$ cat src/sqc_pkg.sv
package sqc_pkg;
  // clocking and converter timing
  localparam int CLK_MHZ = 100;
  localparam int ADC_FMAX_MHZ = 18;
  localparam int DIV_MIN = (CLK_MHZ + ADC_FMAX_MHZ - 1) / ADC_FMAX_MHZ;
  localparam int CONV_MIN_CLKS = 18;
  localparam int RES_BITS = 12;
  localparam int NUM_CH = 8;
  localparam int CH_W = 3;
  localparam int SAMPLE_MIN = CONV_MIN_CLKS - RES_BITS;
  localparam int WAKE_US = 35;
  localparam int WAKE_CYC = WAKE_US * CLK_MHZ;
  localparam int WAKE_W = $clog2(WAKE_CYC + 1);

  // register byte offsets
  localparam int ADR_W = 8;
  localparam logic [7:0] REG_CTRL = 8'h00;
  localparam logic [7:0] REG_CMD = 8'h04;
  localparam logic [7:0] REG_CLKDIV = 8'h08;
  localparam logic [7:0] REG_STATUS = 8'h0c;
  localparam logic [7:0] REG_LIMIT = 8'h10;
  localparam logic [7:0] REG_INT_STAT = 8'h14;
  localparam logic [7:0] REG_INT_CLR = 8'h18;
  localparam logic [7:0] REG_INT_EN = 8'h1c;
  localparam logic [2:0] REG_SAMP_RGN = 3'h2;
  localparam logic [2:0] REG_RES_RGN = 3'h4;

  // field positions
  localparam int CTRL_EN_BIT = 0;
  localparam int CTRL_FW_BIT = 1;
  localparam int CTRL_CONT_BIT = 2;
  localparam int CTRL_FWCH_LSB = 4;
  localparam int CTRL_MASK_LSB = 8;
  localparam int CMD_START_BIT = 0;
  localparam int CMD_STOP_BIT = 1;
  localparam int STAT_BUSY_BIT = 0;
  localparam int STAT_READY_BIT = 1;
  localparam int STAT_CH_LSB = 4;
  localparam int LIM_HI_LSB = 16;
  localparam int RES_NEW_BIT = 16;
  localparam int RES_OOR_BIT = 17;
  localparam int INT_W = 3;
  localparam int INT_EOS = 0;
  localparam int INT_OOR = 1;
  localparam int INT_DONE = 2;

  // reset values
  localparam logic [7:0] CLKDIV_RST = 8'h06;
  localparam logic [7:0] SAMP_RST = 8'h06;
  localparam logic [11:0] LIM_LO_RST = 12'h000;
  localparam logic [11:0] LIM_HI_RST = 12'hfff;

  typedef enum logic [1:0] {
    SQC_IDLE = 2'b00,
    SQC_SAMPLE = 2'b01,
    SQC_CONV = 2'b11
  } sqc_state_t;
endpackage : sqc_pkg

$ cat src/sqc_res_if.sv
`timescale 1ns/1ns
// one finished conversion, valid for one cycle
interface sqc_res_if;
  logic valid;
  logic [2:0] chan;
  logic [11:0] data;
  modport src (output valid, output chan, output data);
  modport dst (input valid, input chan, input data);
endinterface : sqc_res_if

$ cat src/sqc_range_chk.sv
`timescale 1ns/1ns
// window compare of each result as it appears
module sqc_range_chk (
  sqc_res_if.dst res,
  input wire logic [11:0] lo_i,
  input wire logic [11:0] hi_i,
  output logic oor_o
);
  // below low or above high limit
  assign oor_o = res.valid && ((res.data < lo_i) || (res.data > hi_i));
endmodule : sqc_range_chk

$ cat src/sqc_sar_core.sv
`timescale 1ns/1ns
// sample window then one bit decision per converter tick
module sqc_sar_core (
  input wire logic clk_i,
  input wire logic rst_i,
  input wire logic tick_i,
  input wire logic abort_i,
  input wire logic start_i,
  input wire logic [2:0] chan_i,
  input wire logic [7:0] samp_i,
  input wire logic cmp_i,
  output logic accept_o,
  output logic busy_o,
  output logic sample_o,
  output logic [2:0] chan_o,
  output logic [11:0] dac_o,
  sqc_res_if.src res
);
  localparam int TK_LAST = sqc_pkg::CONV_MIN_CLKS - 1;
  sqc_pkg::sqc_state_t state_q;
  logic [7:0] cnt_q;
  logic [11:0] bit_q;
  logic [11:0] decided;
  logic [7:0] samp_eff;
  logic [5:0] tk_q;

  // keep bit when input at or above trial level
  assign decided = cmp_i ? dac_o : (dac_o & ~bit_q);
  assign samp_eff = (samp_i < 8'(sqc_pkg::SAMPLE_MIN)) ? 8'(sqc_pkg::SAMPLE_MIN) : samp_i;
  // start only on a converter tick, so a sample window is never a partial tick short
  // next conversion may start on the last bit tick
  assign accept_o = start_i && !abort_i && tick_i &&
                    ((state_q == sqc_pkg::SQC_IDLE) ||
                     ((state_q == sqc_pkg::SQC_CONV) && bit_q[0]));
  assign busy_o = (state_q != sqc_pkg::SQC_IDLE);

  // converter sequence
  always_ff @(posedge clk_i) begin
    if (rst_i || abort_i) begin
      state_q <= sqc_pkg::SQC_IDLE;
      cnt_q <= 8'h00;
      bit_q <= 12'h000;
      dac_o <= 12'h000;
      sample_o <= 1'b0;
      chan_o <= 3'h0;
    end else if (accept_o) begin
      state_q <= sqc_pkg::SQC_SAMPLE;
      cnt_q <= samp_eff;
      chan_o <= chan_i;
      sample_o <= 1'b1;
    end else begin
      unique case (state_q)
        sqc_pkg::SQC_IDLE: begin
          sample_o <= 1'b0;
        end
        sqc_pkg::SQC_SAMPLE: begin
          if (tick_i) begin
            cnt_q <= cnt_q - 8'h01;
            if (cnt_q == 8'h01) begin
              state_q <= sqc_pkg::SQC_CONV;
              sample_o <= 1'b0;
              bit_q <= 12'h800;
              dac_o <= 12'h800;
            end
          end
        end
        sqc_pkg::SQC_CONV: begin
          if (tick_i) begin
            bit_q <= bit_q >> 1;
            dac_o <= decided | (bit_q >> 1);
            if (bit_q[0]) begin
              state_q <= sqc_pkg::SQC_IDLE;
            end
          end
        end
      endcase
    end
  end

  // result strobe, one cycle
  always_ff @(posedge clk_i) begin
    if (rst_i) begin
      res.valid <= 1'b0;
      res.data <= 12'h000;
      res.chan <= 3'h0;
    end else begin
      res.valid <= !abort_i && (state_q == sqc_pkg::SQC_CONV) && tick_i && bit_q[0];
      if ((state_q == sqc_pkg::SQC_CONV) && tick_i && bit_q[0]) begin
        res.data <= decided;
        res.chan <= chan_o;
      end
    end
  end

  // ticks since acceptance, checked only
  always_ff @(posedge clk_i) begin
    if (rst_i || accept_o) begin
      tk_q <= 6'h00;
    end else if (tick_i && tk_q != 6'h3f) begin
      tk_q <= tk_q + 6'h01;
    end
  end

  property p_conv_len;
    @(posedge clk_i) disable iff (rst_i)
    (state_q == sqc_pkg::SQC_CONV && tick_i && bit_q[0]) |-> (tk_q >= 6'(TK_LAST));
  endproperty
  a_conv_len: assert property (p_conv_len) else $error("conversion shorter than minimum");

  property p_sample_len;
    @(posedge clk_i) disable iff (rst_i)
    accept_o |=> sample_o && (cnt_q >= 8'(sqc_pkg::SAMPLE_MIN));
  endproperty
  a_sample_len: assert property (p_sample_len) else $error("sample window not applied");
endmodule : sqc_sar_core

$ cat src/sqc_seq_top.sv
// The Wishbone register port and the register addresses were chosen for this implementation.
`timescale 1ns/1ns
// Function
// converter clock never above 18 MHz
// conversion lasts at least 18 converter clocks
// sample window length is programmable
// one of eight input channels selected
// scan steps channels with no idle gap
// sequencer or firmware chooses each channel
// separate result buffer per channel
// each channel applies its own sample time
// low/high limits raise out-of-range interrupt
// each result range-checked as produced
// no conversions during deepest sleep
// deep sleep stops converter, 35 us wake
// end of scan flagged, continuous restarts
module sqc_seq_top (
  input wire logic clk_i,
  input wire logic rst_i,
  input wire logic wb_cyc_i,
  input wire logic wb_stb_i,
  input wire logic wb_we_i,
  input wire logic [7:0] wb_adr_i,
  input wire logic [3:0] wb_sel_i,
  input wire logic [31:0] wb_dat_i,
  output logic [31:0] wb_dat_o,
  output logic wb_ack_o,
  output logic irq_o,
  input wire logic deep_sleep_i,
  input wire logic sar_cmp_i,
  output logic sar_en_o,
  output logic sar_sample_o,
  output logic [2:0] sar_chan_o,
  output logic [11:0] sar_dac_o
);
  // synchronisers
  logic ds_m_q, ds_q, cmp_m_q, cmp_q;
  // control registers
  logic en_q, fw_q, cont_q;
  logic [2:0] fwch_q;
  logic [7:0] mask_q, div_q;
  logic [11:0] lo_q, hi_q;
  logic [7:0] samp_q [8];
  logic [11:0] res_q [8];
  logic [7:0] new_q, oorf_q;
  logic [2:0] stat_q, ien_q;
  // sequencer and clocking
  logic [7:0] todo_q, rem, div_cnt_q, div_eff;
  logic eos_pend_q, eos_last_q, tick_q, ready_q;
  logic [sqc_pkg::WAKE_W-1:0] wake_q;
  logic [2:0] pick;
  logic start, accept, busy, oor;
  logic [2:0] ev;
  // bus
  logic wr_hit, rd_hit, start_cmd, stop_cmd;
  logic [31:0] rd_w, wmask, mw;
  logic [2:0] idx;

  sqc_res_if u_res ();

  // input synchronisers for pin-side levels
  always_ff @(posedge clk_i) begin
    if (rst_i) begin
      ds_m_q <= 1'b0;
      ds_q <= 1'b0;
      cmp_m_q <= 1'b0;
      cmp_q <= 1'b0;
    end else begin
      ds_m_q <= deep_sleep_i;
      ds_q <= ds_m_q;
      cmp_m_q <= sar_cmp_i;
      cmp_q <= cmp_m_q;
    end
  end

  // wake timer after deep sleep ends
  always_ff @(posedge clk_i) begin
    if (rst_i) begin
      wake_q <= '0;
      ready_q <= 1'b1;
      sar_en_o <= 1'b1;
    end else if (ds_q) begin
      wake_q <= sqc_pkg::WAKE_W'(sqc_pkg::WAKE_CYC);
      ready_q <= 1'b0;
      sar_en_o <= 1'b0;
    end else begin
      sar_en_o <= 1'b1;
      if (wake_q != '0) begin
        wake_q <= wake_q - sqc_pkg::WAKE_W'(1);
      end
      ready_q <= (wake_q == '0);
    end
  end

  // converter clock divider, never below the minimum ratio
  assign div_eff = (div_q < 8'(sqc_pkg::DIV_MIN)) ? 8'(sqc_pkg::DIV_MIN) : div_q;
  always_ff @(posedge clk_i) begin
    if (rst_i || !sar_en_o) begin
      div_cnt_q <= 8'h00;
      tick_q <= 1'b0;
    end else begin
      tick_q <= (div_cnt_q == 8'h00);
      div_cnt_q <= (div_cnt_q == 8'h00) ? div_eff - 8'h01 : div_cnt_q - 8'h01;
    end
  end

  // lowest pending channel
  always_comb begin
    pick = 3'h0;
    for (int i = sqc_pkg::NUM_CH - 1; i >= 0; i--) begin
      if (todo_q[i]) begin
        pick = 3'(i);
      end
    end
  end

  assign start = en_q && ready_q && (todo_q != 8'h00);
  assign rem = todo_q & ~(8'h01 << pick);

  sqc_sar_core u_core (
    .clk_i(clk_i),
    .rst_i(rst_i),
    .tick_i(tick_q),
    .abort_i(ds_q || !en_q),
    .start_i(start),
    .chan_i(pick),
    .samp_i(samp_q[pick]),
    .cmp_i(cmp_q),
    .accept_o(accept),
    .busy_o(busy),
    .sample_o(sar_sample_o),
    .chan_o(sar_chan_o),
    .dac_o(sar_dac_o),
    .res(u_res.src)
  );

  sqc_range_chk u_range (
    .res(u_res.dst),
    .lo_i(lo_q),
    .hi_i(hi_q),
    .oor_o(oor)
  );

  // scan list: firmware picks one channel, sequencer takes the mask
  always_ff @(posedge clk_i) begin
    if (rst_i || ds_q || !en_q || stop_cmd) begin
      todo_q <= 8'h00;
    end else if (start_cmd && ready_q) begin
      todo_q <= fw_q ? (8'h01 << fwch_q) : mask_q;
    end else if (accept) begin
      todo_q <= (rem == 8'h00 && cont_q && !fw_q) ? mask_q : rem;
    end
  end

  // last-channel flag of the conversion now in the core
  always_ff @(posedge clk_i) begin
    if (rst_i || ds_q || !en_q) begin
      eos_pend_q <= 1'b0;
    end else if (accept) begin
      eos_pend_q <= (rem == 8'h00);
    end
  end

  // flag of the conversion whose result is out now; the next accept shares its edge
  always_ff @(posedge clk_i) begin
    if (rst_i || ds_q || !en_q) begin
      eos_last_q <= 1'b0;
    end else begin
      eos_last_q <= eos_pend_q;
    end
  end

  // events of this cycle
  always_comb begin
    ev = 3'h0;
    ev[sqc_pkg::INT_EOS] = u_res.valid && eos_last_q;
    ev[sqc_pkg::INT_OOR] = oor;
    ev[sqc_pkg::INT_DONE] = u_res.valid;
  end

  // bus strobes
  assign wr_hit = wb_cyc_i && wb_stb_i && wb_we_i && !wb_ack_o;
  assign rd_hit = wb_cyc_i && wb_stb_i && !wb_we_i && !wb_ack_o;
  assign idx = wb_adr_i[4:2];
  assign wmask = {{8{wb_sel_i[3]}}, {8{wb_sel_i[2]}}, {8{wb_sel_i[1]}}, {8{wb_sel_i[0]}}};
  assign mw = (rd_w & ~wmask) | (wb_dat_i & wmask);
  assign start_cmd = wr_hit && (wb_adr_i == sqc_pkg::REG_CMD) && wb_sel_i[0] && wb_dat_i[sqc_pkg::CMD_START_BIT];
  assign stop_cmd = wr_hit && (wb_adr_i == sqc_pkg::REG_CMD) && wb_sel_i[0] && wb_dat_i[sqc_pkg::CMD_STOP_BIT];

  // read view of the register map
  always_comb begin
    rd_w = 32'h0000_0000;
    case (wb_adr_i)
      sqc_pkg::REG_CTRL: begin
        rd_w[sqc_pkg::CTRL_EN_BIT] = en_q;
        rd_w[sqc_pkg::CTRL_FW_BIT] = fw_q;
        rd_w[sqc_pkg::CTRL_CONT_BIT] = cont_q;
        rd_w[sqc_pkg::CTRL_FWCH_LSB +: 3] = fwch_q;
        rd_w[sqc_pkg::CTRL_MASK_LSB +: 8] = mask_q;
      end
      sqc_pkg::REG_CLKDIV: rd_w[7:0] = div_q;
      sqc_pkg::REG_STATUS: begin
        rd_w[sqc_pkg::STAT_BUSY_BIT] = busy || (todo_q != 8'h00);
        rd_w[sqc_pkg::STAT_READY_BIT] = ready_q;
        rd_w[sqc_pkg::STAT_CH_LSB +: 3] = sar_chan_o;
      end
      sqc_pkg::REG_LIMIT: begin
        rd_w[11:0] = lo_q;
        rd_w[sqc_pkg::LIM_HI_LSB +: 12] = hi_q;
      end
      sqc_pkg::REG_INT_STAT: rd_w[2:0] = stat_q;
      sqc_pkg::REG_INT_EN: rd_w[2:0] = ien_q;
      default: begin
        if (wb_adr_i[7:5] == sqc_pkg::REG_SAMP_RGN) begin
          rd_w[7:0] = samp_q[idx];
        end else if (wb_adr_i[7:5] == sqc_pkg::REG_RES_RGN) begin
          rd_w[11:0] = res_q[idx];
          rd_w[sqc_pkg::RES_NEW_BIT] = new_q[idx];
          rd_w[sqc_pkg::RES_OOR_BIT] = oorf_q[idx];
        end
      end
    endcase
  end

  // bus answer, one wait cycle, unmapped reads give zero
  always_ff @(posedge clk_i) begin
    if (rst_i) begin
      wb_ack_o <= 1'b0;
      wb_dat_o <= 32'h0000_0000;
    end else begin
      wb_ack_o <= wb_cyc_i && wb_stb_i && !wb_ack_o;
      wb_dat_o <= rd_hit ? rd_w : 32'h0000_0000;
    end
  end

  // software-written control
  always_ff @(posedge clk_i) begin
    if (rst_i) begin
      en_q <= 1'b0;
      fw_q <= 1'b0;
      cont_q <= 1'b0;
      fwch_q <= 3'h0;
      mask_q <= 8'h00;
      div_q <= sqc_pkg::CLKDIV_RST;
      lo_q <= sqc_pkg::LIM_LO_RST;
      hi_q <= sqc_pkg::LIM_HI_RST;
      ien_q <= 3'h0;
    end else if (wr_hit) begin
      case (wb_adr_i)
        sqc_pkg::REG_CTRL: begin
          en_q <= mw[sqc_pkg::CTRL_EN_BIT];
          fw_q <= mw[sqc_pkg::CTRL_FW_BIT];
          cont_q <= mw[sqc_pkg::CTRL_CONT_BIT];
          fwch_q <= mw[sqc_pkg::CTRL_FWCH_LSB +: 3];
          mask_q <= mw[sqc_pkg::CTRL_MASK_LSB +: 8];
        end
        sqc_pkg::REG_CLKDIV: div_q <= mw[7:0];
        sqc_pkg::REG_LIMIT: begin
          lo_q <= mw[11:0];
          hi_q <= mw[sqc_pkg::LIM_HI_LSB +: 12];
        end
        sqc_pkg::REG_INT_EN: ien_q <= mw[2:0];
        default: ;
      endcase
    end
  end

  // per-channel sample times
  always_ff @(posedge clk_i) begin
    if (rst_i) begin
      for (int i = 0; i < sqc_pkg::NUM_CH; i++) begin
        samp_q[i] <= sqc_pkg::SAMP_RST;
      end
    end else if (wr_hit && wb_adr_i[7:5] == sqc_pkg::REG_SAMP_RGN) begin
      samp_q[idx] <= mw[7:0];
    end
  end

  // per-channel result buffers, reading clears the new flag, a new result wins
  always_ff @(posedge clk_i) begin
    if (rst_i) begin
      for (int i = 0; i < sqc_pkg::NUM_CH; i++) begin
        res_q[i] <= 12'h000;
      end
      new_q <= 8'h00;
      oorf_q <= 8'h00;
    end else begin
      if (rd_hit && wb_adr_i[7:5] == sqc_pkg::REG_RES_RGN) begin
        new_q[idx] <= 1'b0;
      end
      if (u_res.valid) begin
        res_q[u_res.chan] <= u_res.data;
        new_q[u_res.chan] <= 1'b1;
        oorf_q[u_res.chan] <= oor;
      end
    end
  end

  // sticky status, set wins over write-one clear
  always_ff @(posedge clk_i) begin
    if (rst_i) begin
      stat_q <= 3'h0;
    end else begin
      stat_q <= (stat_q & ~((wr_hit && wb_adr_i == sqc_pkg::REG_INT_CLR) ? mw[2:0] : 3'h0)) | ev;
    end
  end

  // level interrupt
  always_ff @(posedge clk_i) begin
    if (rst_i) begin
      irq_o <= 1'b0;
    end else begin
      irq_o <= |(stat_q & ien_q);
    end
  end

  property p_tick_rate;
    @(posedge clk_i) disable iff (rst_i)
    tick_q |=> !tick_q [*5];
  endproperty
  a_tick_rate: assert property (p_tick_rate) else $error("converter clock too fast");

  property p_zero_gap;
    @(posedge clk_i) disable iff (rst_i)
    (u_res.valid && start && $past(start)) |-> $past(accept);
  endproperty
  a_zero_gap: assert property (p_zero_gap) else $error("idle gap between channels");

  property p_buffer;
    @(posedge clk_i) disable iff (rst_i)
    u_res.valid |=> (res_q[$past(u_res.chan)] == $past(u_res.data)) && new_q[$past(u_res.chan)];
  endproperty
  a_buffer: assert property (p_buffer) else $error("result not buffered");

  property p_oor_irq;
    @(posedge clk_i) disable iff (rst_i)
    oor |=> stat_q[sqc_pkg::INT_OOR] ##1 (irq_o == ien_q[sqc_pkg::INT_OOR] || $past(|(stat_q & ien_q)));
  endproperty
  a_oor_irq: assert property (p_oor_irq) else $error("out-of-range not flagged");

  property p_sleep_stop;
    @(posedge clk_i) disable iff (rst_i)
    ds_q |=> !sar_en_o && !busy && (todo_q == 8'h00);
  endproperty
  a_sleep_stop: assert property (p_sleep_stop) else $error("converter active in deep sleep");

  property p_wake_wait;
    @(posedge clk_i) disable iff (rst_i)
    $fell(ds_q) |-> !ready_q [*8] ##0 (wake_q > sqc_pkg::WAKE_W'(sqc_pkg::WAKE_CYC - 8));
  endproperty
  a_wake_wait: assert property (p_wake_wait) else $error("wake delay not kept");

  property p_restart;
    @(posedge clk_i) disable iff (rst_i)
    (accept && rem == 8'h00 && cont_q && !fw_q && !start_cmd && !stop_cmd) |=> todo_q == $past(mask_q);
  endproperty
  a_restart: assert property (p_restart) else $error("continuous scan did not restart");
endmodule : sqc_seq_top

$ cat config.mk
export PLATFORM = sky130hd
export DESIGN_NAME = sqc_seq_top
export DESIGN_NICKNAME = d
export VERILOG_FILES = /design/src/sqc_pkg.sv /design/src/sqc_res_if.sv /design/src/sqc_range_chk.sv /design/src/sqc_sar_core.sv /design/src/sqc_seq_top.sv
export SDC_FILE = /design/constraint.sdc
export NUM_CORES = 1
export LEC_CHECK = 0
export BUFFER_PORTS_ARGS = -buffer_cell sky130_fd_sc_hd__buf_2
export CAP_MARGIN = 20
export CORE_MARGIN = 2
export CORE_UTILIZATION = 32
export CTS_BUF_LIST = sky130_fd_sc_hd__clkbuf_2
export CTS_CLUSTER_SIZE = 40
export DETAILED_ROUTE_END_ITERATION = 8
export SYNTH_ARGS = -nofsm -noshare
export SYNTH_HDL_FRONTEND = slang
export SYNTH_HIERARCHICAL = 1
export SYNTH_SLANG_ARGS = --single-unit
$ cat constraint.sdc
create_clock -name clk_i -period 3.74 [get_ports clk_i]
set_input_delay 0.748 -clock clk_i [delete_from_list [all_inputs] [get_ports clk_i]]
set_output_delay 0.748 -clock clk_i [all_outputs]
set_load 0.005 [all_outputs]
Yosys cells after proc, flatten, opt, wreduce, memory -nomap -nowiden
Memory sizes are Yosys's and may differ from the RTL's.
Cells that the tools add are included.
- word-level logic and storage cells: 253
- output and inout bits: 51
- register bits after elaboration: 193
- memories kept: 2
- input bits: 51
- memory bits (writable): 160
- memories (memory ; depth ; bits a word ; rd ports ; clocked after Yosys merged registers in ; wr ports ; RTL line ; text):
    res_q ; 8 ; 12 ; 1 ; 0 ; 8 ; sqc_seq_top.sv:44 ; logic [11:0] res_q [8];
    samp_q ; 8 ; 8 ; 2 ; 0 ; 8 ; sqc_seq_top.sv:43 ; logic [7:0] samp_q [8];
- add/sub/neg operators: 4
- equal/unequal tests: 20
- bitwise logic cells: 18
- shifts and indexed selects: 2
- reduce and logical (&&, ||, !) cells: 80
- multiplexer cells: 80
- order comparisons: 8
- operators with widths (kind ; count):
    $mux W8 ; 15
    $mux W12 ; 9
    $and A28 B28 Y28 ; 2
    $pmux W12 S2 ; 2
    $mux W3 ; 11
    $eq A8 B5 Y1 const B ; 4
    $logic_and A1 B1 Y1 ; 31
    $not A28 Y28 ; 1
    $or A28 B28 Y28 ; 1
    $logic_not A8 Y1 ; 3
    $sub A8 B1 Y8 const B ; 3
    $mux W1 ; 20
    $and A8 B8 Y8 ; 2
    $eq A8 B4 Y1 const B ; 2
    $lt A8 B3 Y1 const B ; 2
    $not A8 Y8 ; 2
    $shl A1 B3 Y8 const A ; 2
    $pmux W3 S5 ; 1
    $reduce_and A5 Y1 ; 3
    $and A12 B12 Y12 ; 1
    $gt A12 B12 Y1 ; 1
    $logic_not A12 Y1 ; 1
    $lt A12 B12 Y1 ; 1
    $mux W2 ; 6
    other kinds (46) ; 86

Depth between registers and ports, before layout
- depth after elaboration: 17
- gate-level depth with buffers: 13
- mapped depth without buffers: 11

By module
The synthesis kept the hierarchy.
- by module, submodules not included (module ; area an instance (sq um) ; cells an instance ; times used):
    sqc_seq_top ; 14082.3 ; 1321 ; 1
    sqc_sar_core ; 2388.5 ; 264 ; 1
    sqc_range_chk ; 590.6 ; 80 ; 1

Least setup slack after synthesis
OpenSTA, ideal clock, no wires.
- path type: reg-to-reg
- start point: reg todo_q[0]
- end point: reg u_core.cnt_q[0]
- arrival: 2771 ps
- path buffers: 0
- cell stages (with the launch flop): 11
- path slack: 849 ps
- period minus slack after synthesis: 2891 ps
- cells stage by stage: dfxtp_1 > nor4_2 > o31ai_2 > inv_2 > mux4_2 > nand2_1 > o21ai_1 > a211o_1 > nor4_1 > nor3b_1 > o31a_1
- word-level cells in the longest chain between the ends: 7
- elaborated cells on any way between the ends: 13
- RTL lines (what ; RTL line ; text):
    start: declaration ; sqc_seq_top.sv:48 ; logic [7:0] todo_q, rem, div_cnt_q, div_eff;
    start signal: assignment ; sqc_seq_top.sv:149 ; todo_q <= fw_q ? (8'h01 << fwch_q) : mask_q;
    start signal: assignment ; sqc_seq_top.sv:151 ; todo_q <= (rem == 8'h00 && cont_q && !fw_q) ? mask_q : rem;
    branches (longest 7 deep; another with $mem_v2 Z8 W8) ; n/a ;
    end signal: assignment ; sqc_sar_core.sv:48 ; cnt_q <= samp_eff;
    end signal: assignment ; sqc_sar_core.sv:58 ; cnt_q <= cnt_q - 8'h01;
    end: declaration ; sqc_sar_core.sv:21 ; logic [7:0] cnt_q;
Several ways; the timed one is not identified.
A chain may end at the register's enable or synchronous reset.

Final worst setup path
- start point: reg todo_q[2]
- end point: reg u_core.cnt_q[0]
- word-level cells in the longest chain between the ends: 7
- elaborated cells on any way between the ends: 15
- RTL lines (what ; RTL line):
    $mux W3 / $reduce_bool A8 Y1 (equally long branches) ; sqc_seq_top.sv:111, sqc_seq_top.sv:117
    $mux W3 / $logic_and A1 B1 Y1 (equally long branches) ; sqc_seq_top.sv:111, sqc_seq_top.sv:117
    $mux W3 / $logic_and A1 B1 Y1 (equally long branches) ; sqc_seq_top.sv:111, sqc_sar_core.sv:32
    $mem_v2 Z8 W8 / $logic_and A1 B1 Y1 (equally long branches) ; n/a
    $lt A8 B3 Y1 / $logic_and A1 B1 Y1 (equally long branches) ; sqc_sar_core.sv:29, sqc_sar_core.sv:32
    $mux W8 / $reduce_bool A2 Y1 (equally long branches) ; n/a
    $mux W8 / $reduce_and A2 Y1 (equally long branches) ; n/a
Parallel ways exist; a longest one is shown, timed or not.

==> results by group <==
Run status
  – Status: complete, no violations

Synthesis
  – FFs w/ async S/R, synth: 0%
  – Post-synth EDFFs: 160
  – Sequential area share after synthesis: 50.3%
  – Synth Area in Adders: 2.04%
  – Synth Area in Compound Gates: 12.6%
  – Yosys Warn Count: 6
  – Synth Area in XOR/XNOR: 0.719%
  – Post-Syn Area: 17100 um2
  – Largest cells by area after synthesis: edfxtp_1, dfxtp_1, mux4_2
  – Main flop type after synthesis: dfxtp_1
  – Yosys cell types: 99
  – Post-Syn Instances: 1665
  – Flops & latches, synth: 349
  – Post-synth top area share: 28.2%
  – Syn Area/Cell: 10.2 um2
  – Fraction of synthesized area in multiplexers: 8.94%
  – Largest family of logic cells by synthesized area: simple AND/OR/NAND/NOR gates
  – Post-synth top area cell: edfxtp_1
  – Post-synthesis simple-gate area fraction: 20.9%

Critical path
  – CP Data Arrival Time: 4.26 ns
  – CP Capture Type: flip-flop
  – Startpoint Class: flip-flop
  – Crit Path Max Fanout: 19
  – CP required: 4.68 ns
  – Crit path kind: reg2reg

Cells and area
  – Area Growth Syn to Fin: 15.0%
  – Post-route cell area: 19600 um2
  – Fin util: 37.3%
  – Fillers: 5275
  – Layout cells sized above 1: 22.0%
  – Final nets: 1933

Clock network
  – Sink Count: 349
  – PostCTS Resize Cnt: 0
  – Clock root buffer master: clkbuf_2
  – TritonCTS clock tree: built
  – Clock Latency Late Sink: 1.08 ns
  – Num CTS Buffers: 93
  – H-tree depth: 3
  – Reg clk slew, reported paths: 0.11 ns
  – Maximum root-to-sink buffer count: 3

Timing
  – RSZ-0062 raised after global routing: no
  – Setup TNS: 0 ns
  – Post-layout min period: 3.33 ns
  – Worst Max-Slew Pin Slew: 1.06 ns
  – Slew headroom: 28.8%
  – Clock skew: 0.115 ns
  – Final period util: 89.0%
  – Achievable Freq: 300 MHz
  – Final hold vios: 0
  – Final worst slack: 0.412 ns
  – Setup violators final: 0
  – Slew Limit Fails: 0

Global routing
  – Vias in the first global route: 13900
  – Remaining Overflow, GRT: 0
  – Initial antenna violation count: 3
  – Largest net degree at the start of global routing: 43
  – Total track usage: 19.3%
  – First-pass GRT wire length: 82700 um

Die
  – Core ar.: 52700 um2
  – Rows: 84
  – Die area: 55200 um2
  – Initial Util: 32.4%
  – Die X: 235 um
  – IO Pins: 102
  – Die Y: 235 um

Placement
  – Final GP Congestion: 0.919
  – Pre-CTS setup slack: 0.382 ns
  – Area after DPL: 18500 um2
  – IO buf count: 93
  – Post-DP HPWL: 38200 um

Detailed routing
  – Final ANT Viol Nets: 0
  – 1st-iter DRT viols: 1339
  – Vias per cell: 5.34
  – Wirelength, routed: 53900 um
  – Wire per inst: 20.6 um
  – Via count: 14000
  – Remaining DRCs: 0
  – First drt pass iteration count: 5

Pwr
  – Max IR drop VDD: 0.000270 V
  – Leak Pwr: 7.56 nW
  – Total power: 7.93 mW
  – Power Density: 404 nW/um2

Job
  – Maximum capacitance violations: 0

Min path
  – Hold Crit Class: in2reg
-- cell type report --
cell class | instances | area, um2 | share of cell area (%)
flip-flops and latches | 349 | 8590 | 43.8
multi-input cells | 1153 | 7790 | 39.7
repair buffers | 194 | 1290 | 6.59
well taps | 688 | 861 | 4.39
clock buffers | 141 | 706 | 3.60
inverters | 64 | 240 | 1.22
clock inverters | 26 | 133 | 0.676
diodes | 6 | 15.0 | 0.0765
-- routing by layer --
layer	track usage [%]	share of wire [%]
met1	26.6	43
met2	29.7	45
met3	4.68	9.4
met4	6.06	2.1
met5	0	0.024
-- cells in the mapped netlist (6+ instances only) --
cell type    n
inv_1       61
nor3b_1      7
a32o_1      11
a31oi_1      9
a211oi_1    17
a22oi_1     19
o31ai_1      9
ha_1        27
buf_6        6
buf_4       10
nand2b_1    19
nand3b_1     9
mux4_2      37
or2b_2       8
nand4_1     16
mux2_2       8
a21oi_1     73
clkbuf_1    48
xnor2_1     12
a22o_1      13
o21a_1      11
nor4_1       9
nand3_1     78
o211ai_1    10
o21ai_1     18
buf_2       28
o21ai_0     45
buf_1        7
edfxtp_1   160
nor3_1      27
and2_1     114
nand2_1    199
a311oi_1     8
mux2i_1     59
and3_1      14
nor2_1     137
dfxtp_1    189
nor2b_1     14
or2_2        7
-- through the flow --
step                std cells  hold slack (ns)
finish                   2621            0.112
global placement         2425            0.425
global route             2620           0.0602
detailed placement       2425            0.431
CTS                      2614          0.00508
floorplan                1668            0.393
-- cell usage in the layout, fill, tap and decap left out, drive strengths merged, types with 7 or more instances in the layout --
| cell | netlist | routed |
|---|---|---|
| and3 | 14 | 14 |
| buf | 51 | 172 |
| nand3 | 79 | 79 |
| or2b | 10 | 10 |
| clkinv | 1 | 23 |
| nand4 | 16 | 16 |
| edfxtp | 160 | 160 |
| dfxtp | 189 | 189 |
| a22o | 13 | 13 |
| o21ai | 63 | 63 |
| nor2 | 140 | 140 |
| dlygate4sd3 | 0 | 22 |
| a32o | 11 | 11 |
| nor3b | 7 | 7 |
| o211ai | 11 | 11 |
| and2 | 114 | 114 |
| a21oi | 73 | 73 |
| nand2 | 199 | 199 |
| a31o | 8 | 8 |
| nor3 | 28 | 28 |
| mux2 | 9 | 9 |
| a211oi | 17 | 17 |
| a22oi | 19 | 19 |
| nand2b | 19 | 19 |
| o31ai | 10 | 10 |
| xnor2 | 12 | 12 |
| mux2i | 59 | 59 |
| nor2b | 15 | 15 |
| a311oi | 8 | 8 |
| ha | 27 | 27 |
| mux4 | 37 | 37 |
| a31oi | 9 | 9 |
| or2 | 7 | 7 |
| nand3b | 9 | 9 |
| o21a | 11 | 11 |
| nor4 | 14 | 14 |
| inv | 63 | 65 |
| clkbuf | 51 | 141 |
-- what timing repair did --
item	CTS	global route
buffers inserted	0	0
hold buffers	22	0
setup endpoints to repair	0	0
hold endpoints to repair	21	0
-- worst max-delay path, stage by stage (launching register included) --
cell and delay (ns):
dfxtp_1 0.41, nor4_2 0.34, o31ai_2 0.17, inv_2 0.38, mux4_2 0.56, nand2_1 0.09, o21ai_1 0.22, a211o_1 0.35
nor4_1 0.32, nor3b_1 0.12, o31a_1 0.25
-- worst paths after layout --
| path | startpoint | slack, ns | cells after the start | endpoint |
|---|---|---|---|---|
| max | todo_q[2] | 0.41 | 10 | u_core/cnt_q[0] |
| min | wb_we_i | 0.11 | 3 | wb_dat_o[7] |
| max reg2reg | todo_q[2] | 0.41 | 10 | u_core/cnt_q[0] |
| min reg2reg | cmp_m_q | 0.45 | 1 | cmp_q |
-- power by group --
group	internal, mW	switching (mW)
logic	0.406	0.572
registers	4.12	0.111
clock network	1.07	1.66
-- kinds of logic (layout without fill, tap and decap cells) --
kind of cell / Yosys count / count (layout)
simple gates: 697 / 697
flops: 349 / 349
compound gates: 305 / 305
buf+inv: 166 / 425
mux: 105 / 105
fa+ha+maj: 28 / 28
xor+xnor: 14 / 14
other cells: 1 / 10
-- flip-flops by register name, indices dropped and copies added, names as in the netlist, 2 cells and up --
register,flops
u_core/chan_o,3
wake_q,12
todo_q,8
div_cnt_q,8
lo_q,12
u_core/res.data,12
u_core/dac_o,12
u_core/bit_q,12
u_core/state_q,2
u_core/cnt_q,8
fwch_q,3
new_q,8
hi_q,12
res_q,96
u_core/res.chan,3
ien_q,3
div_q,8
oorf_q,8
stat_q,3
wb_dat_o,28
mask_q,8
samp_q,64
Power figures use the tool's default switching activity.
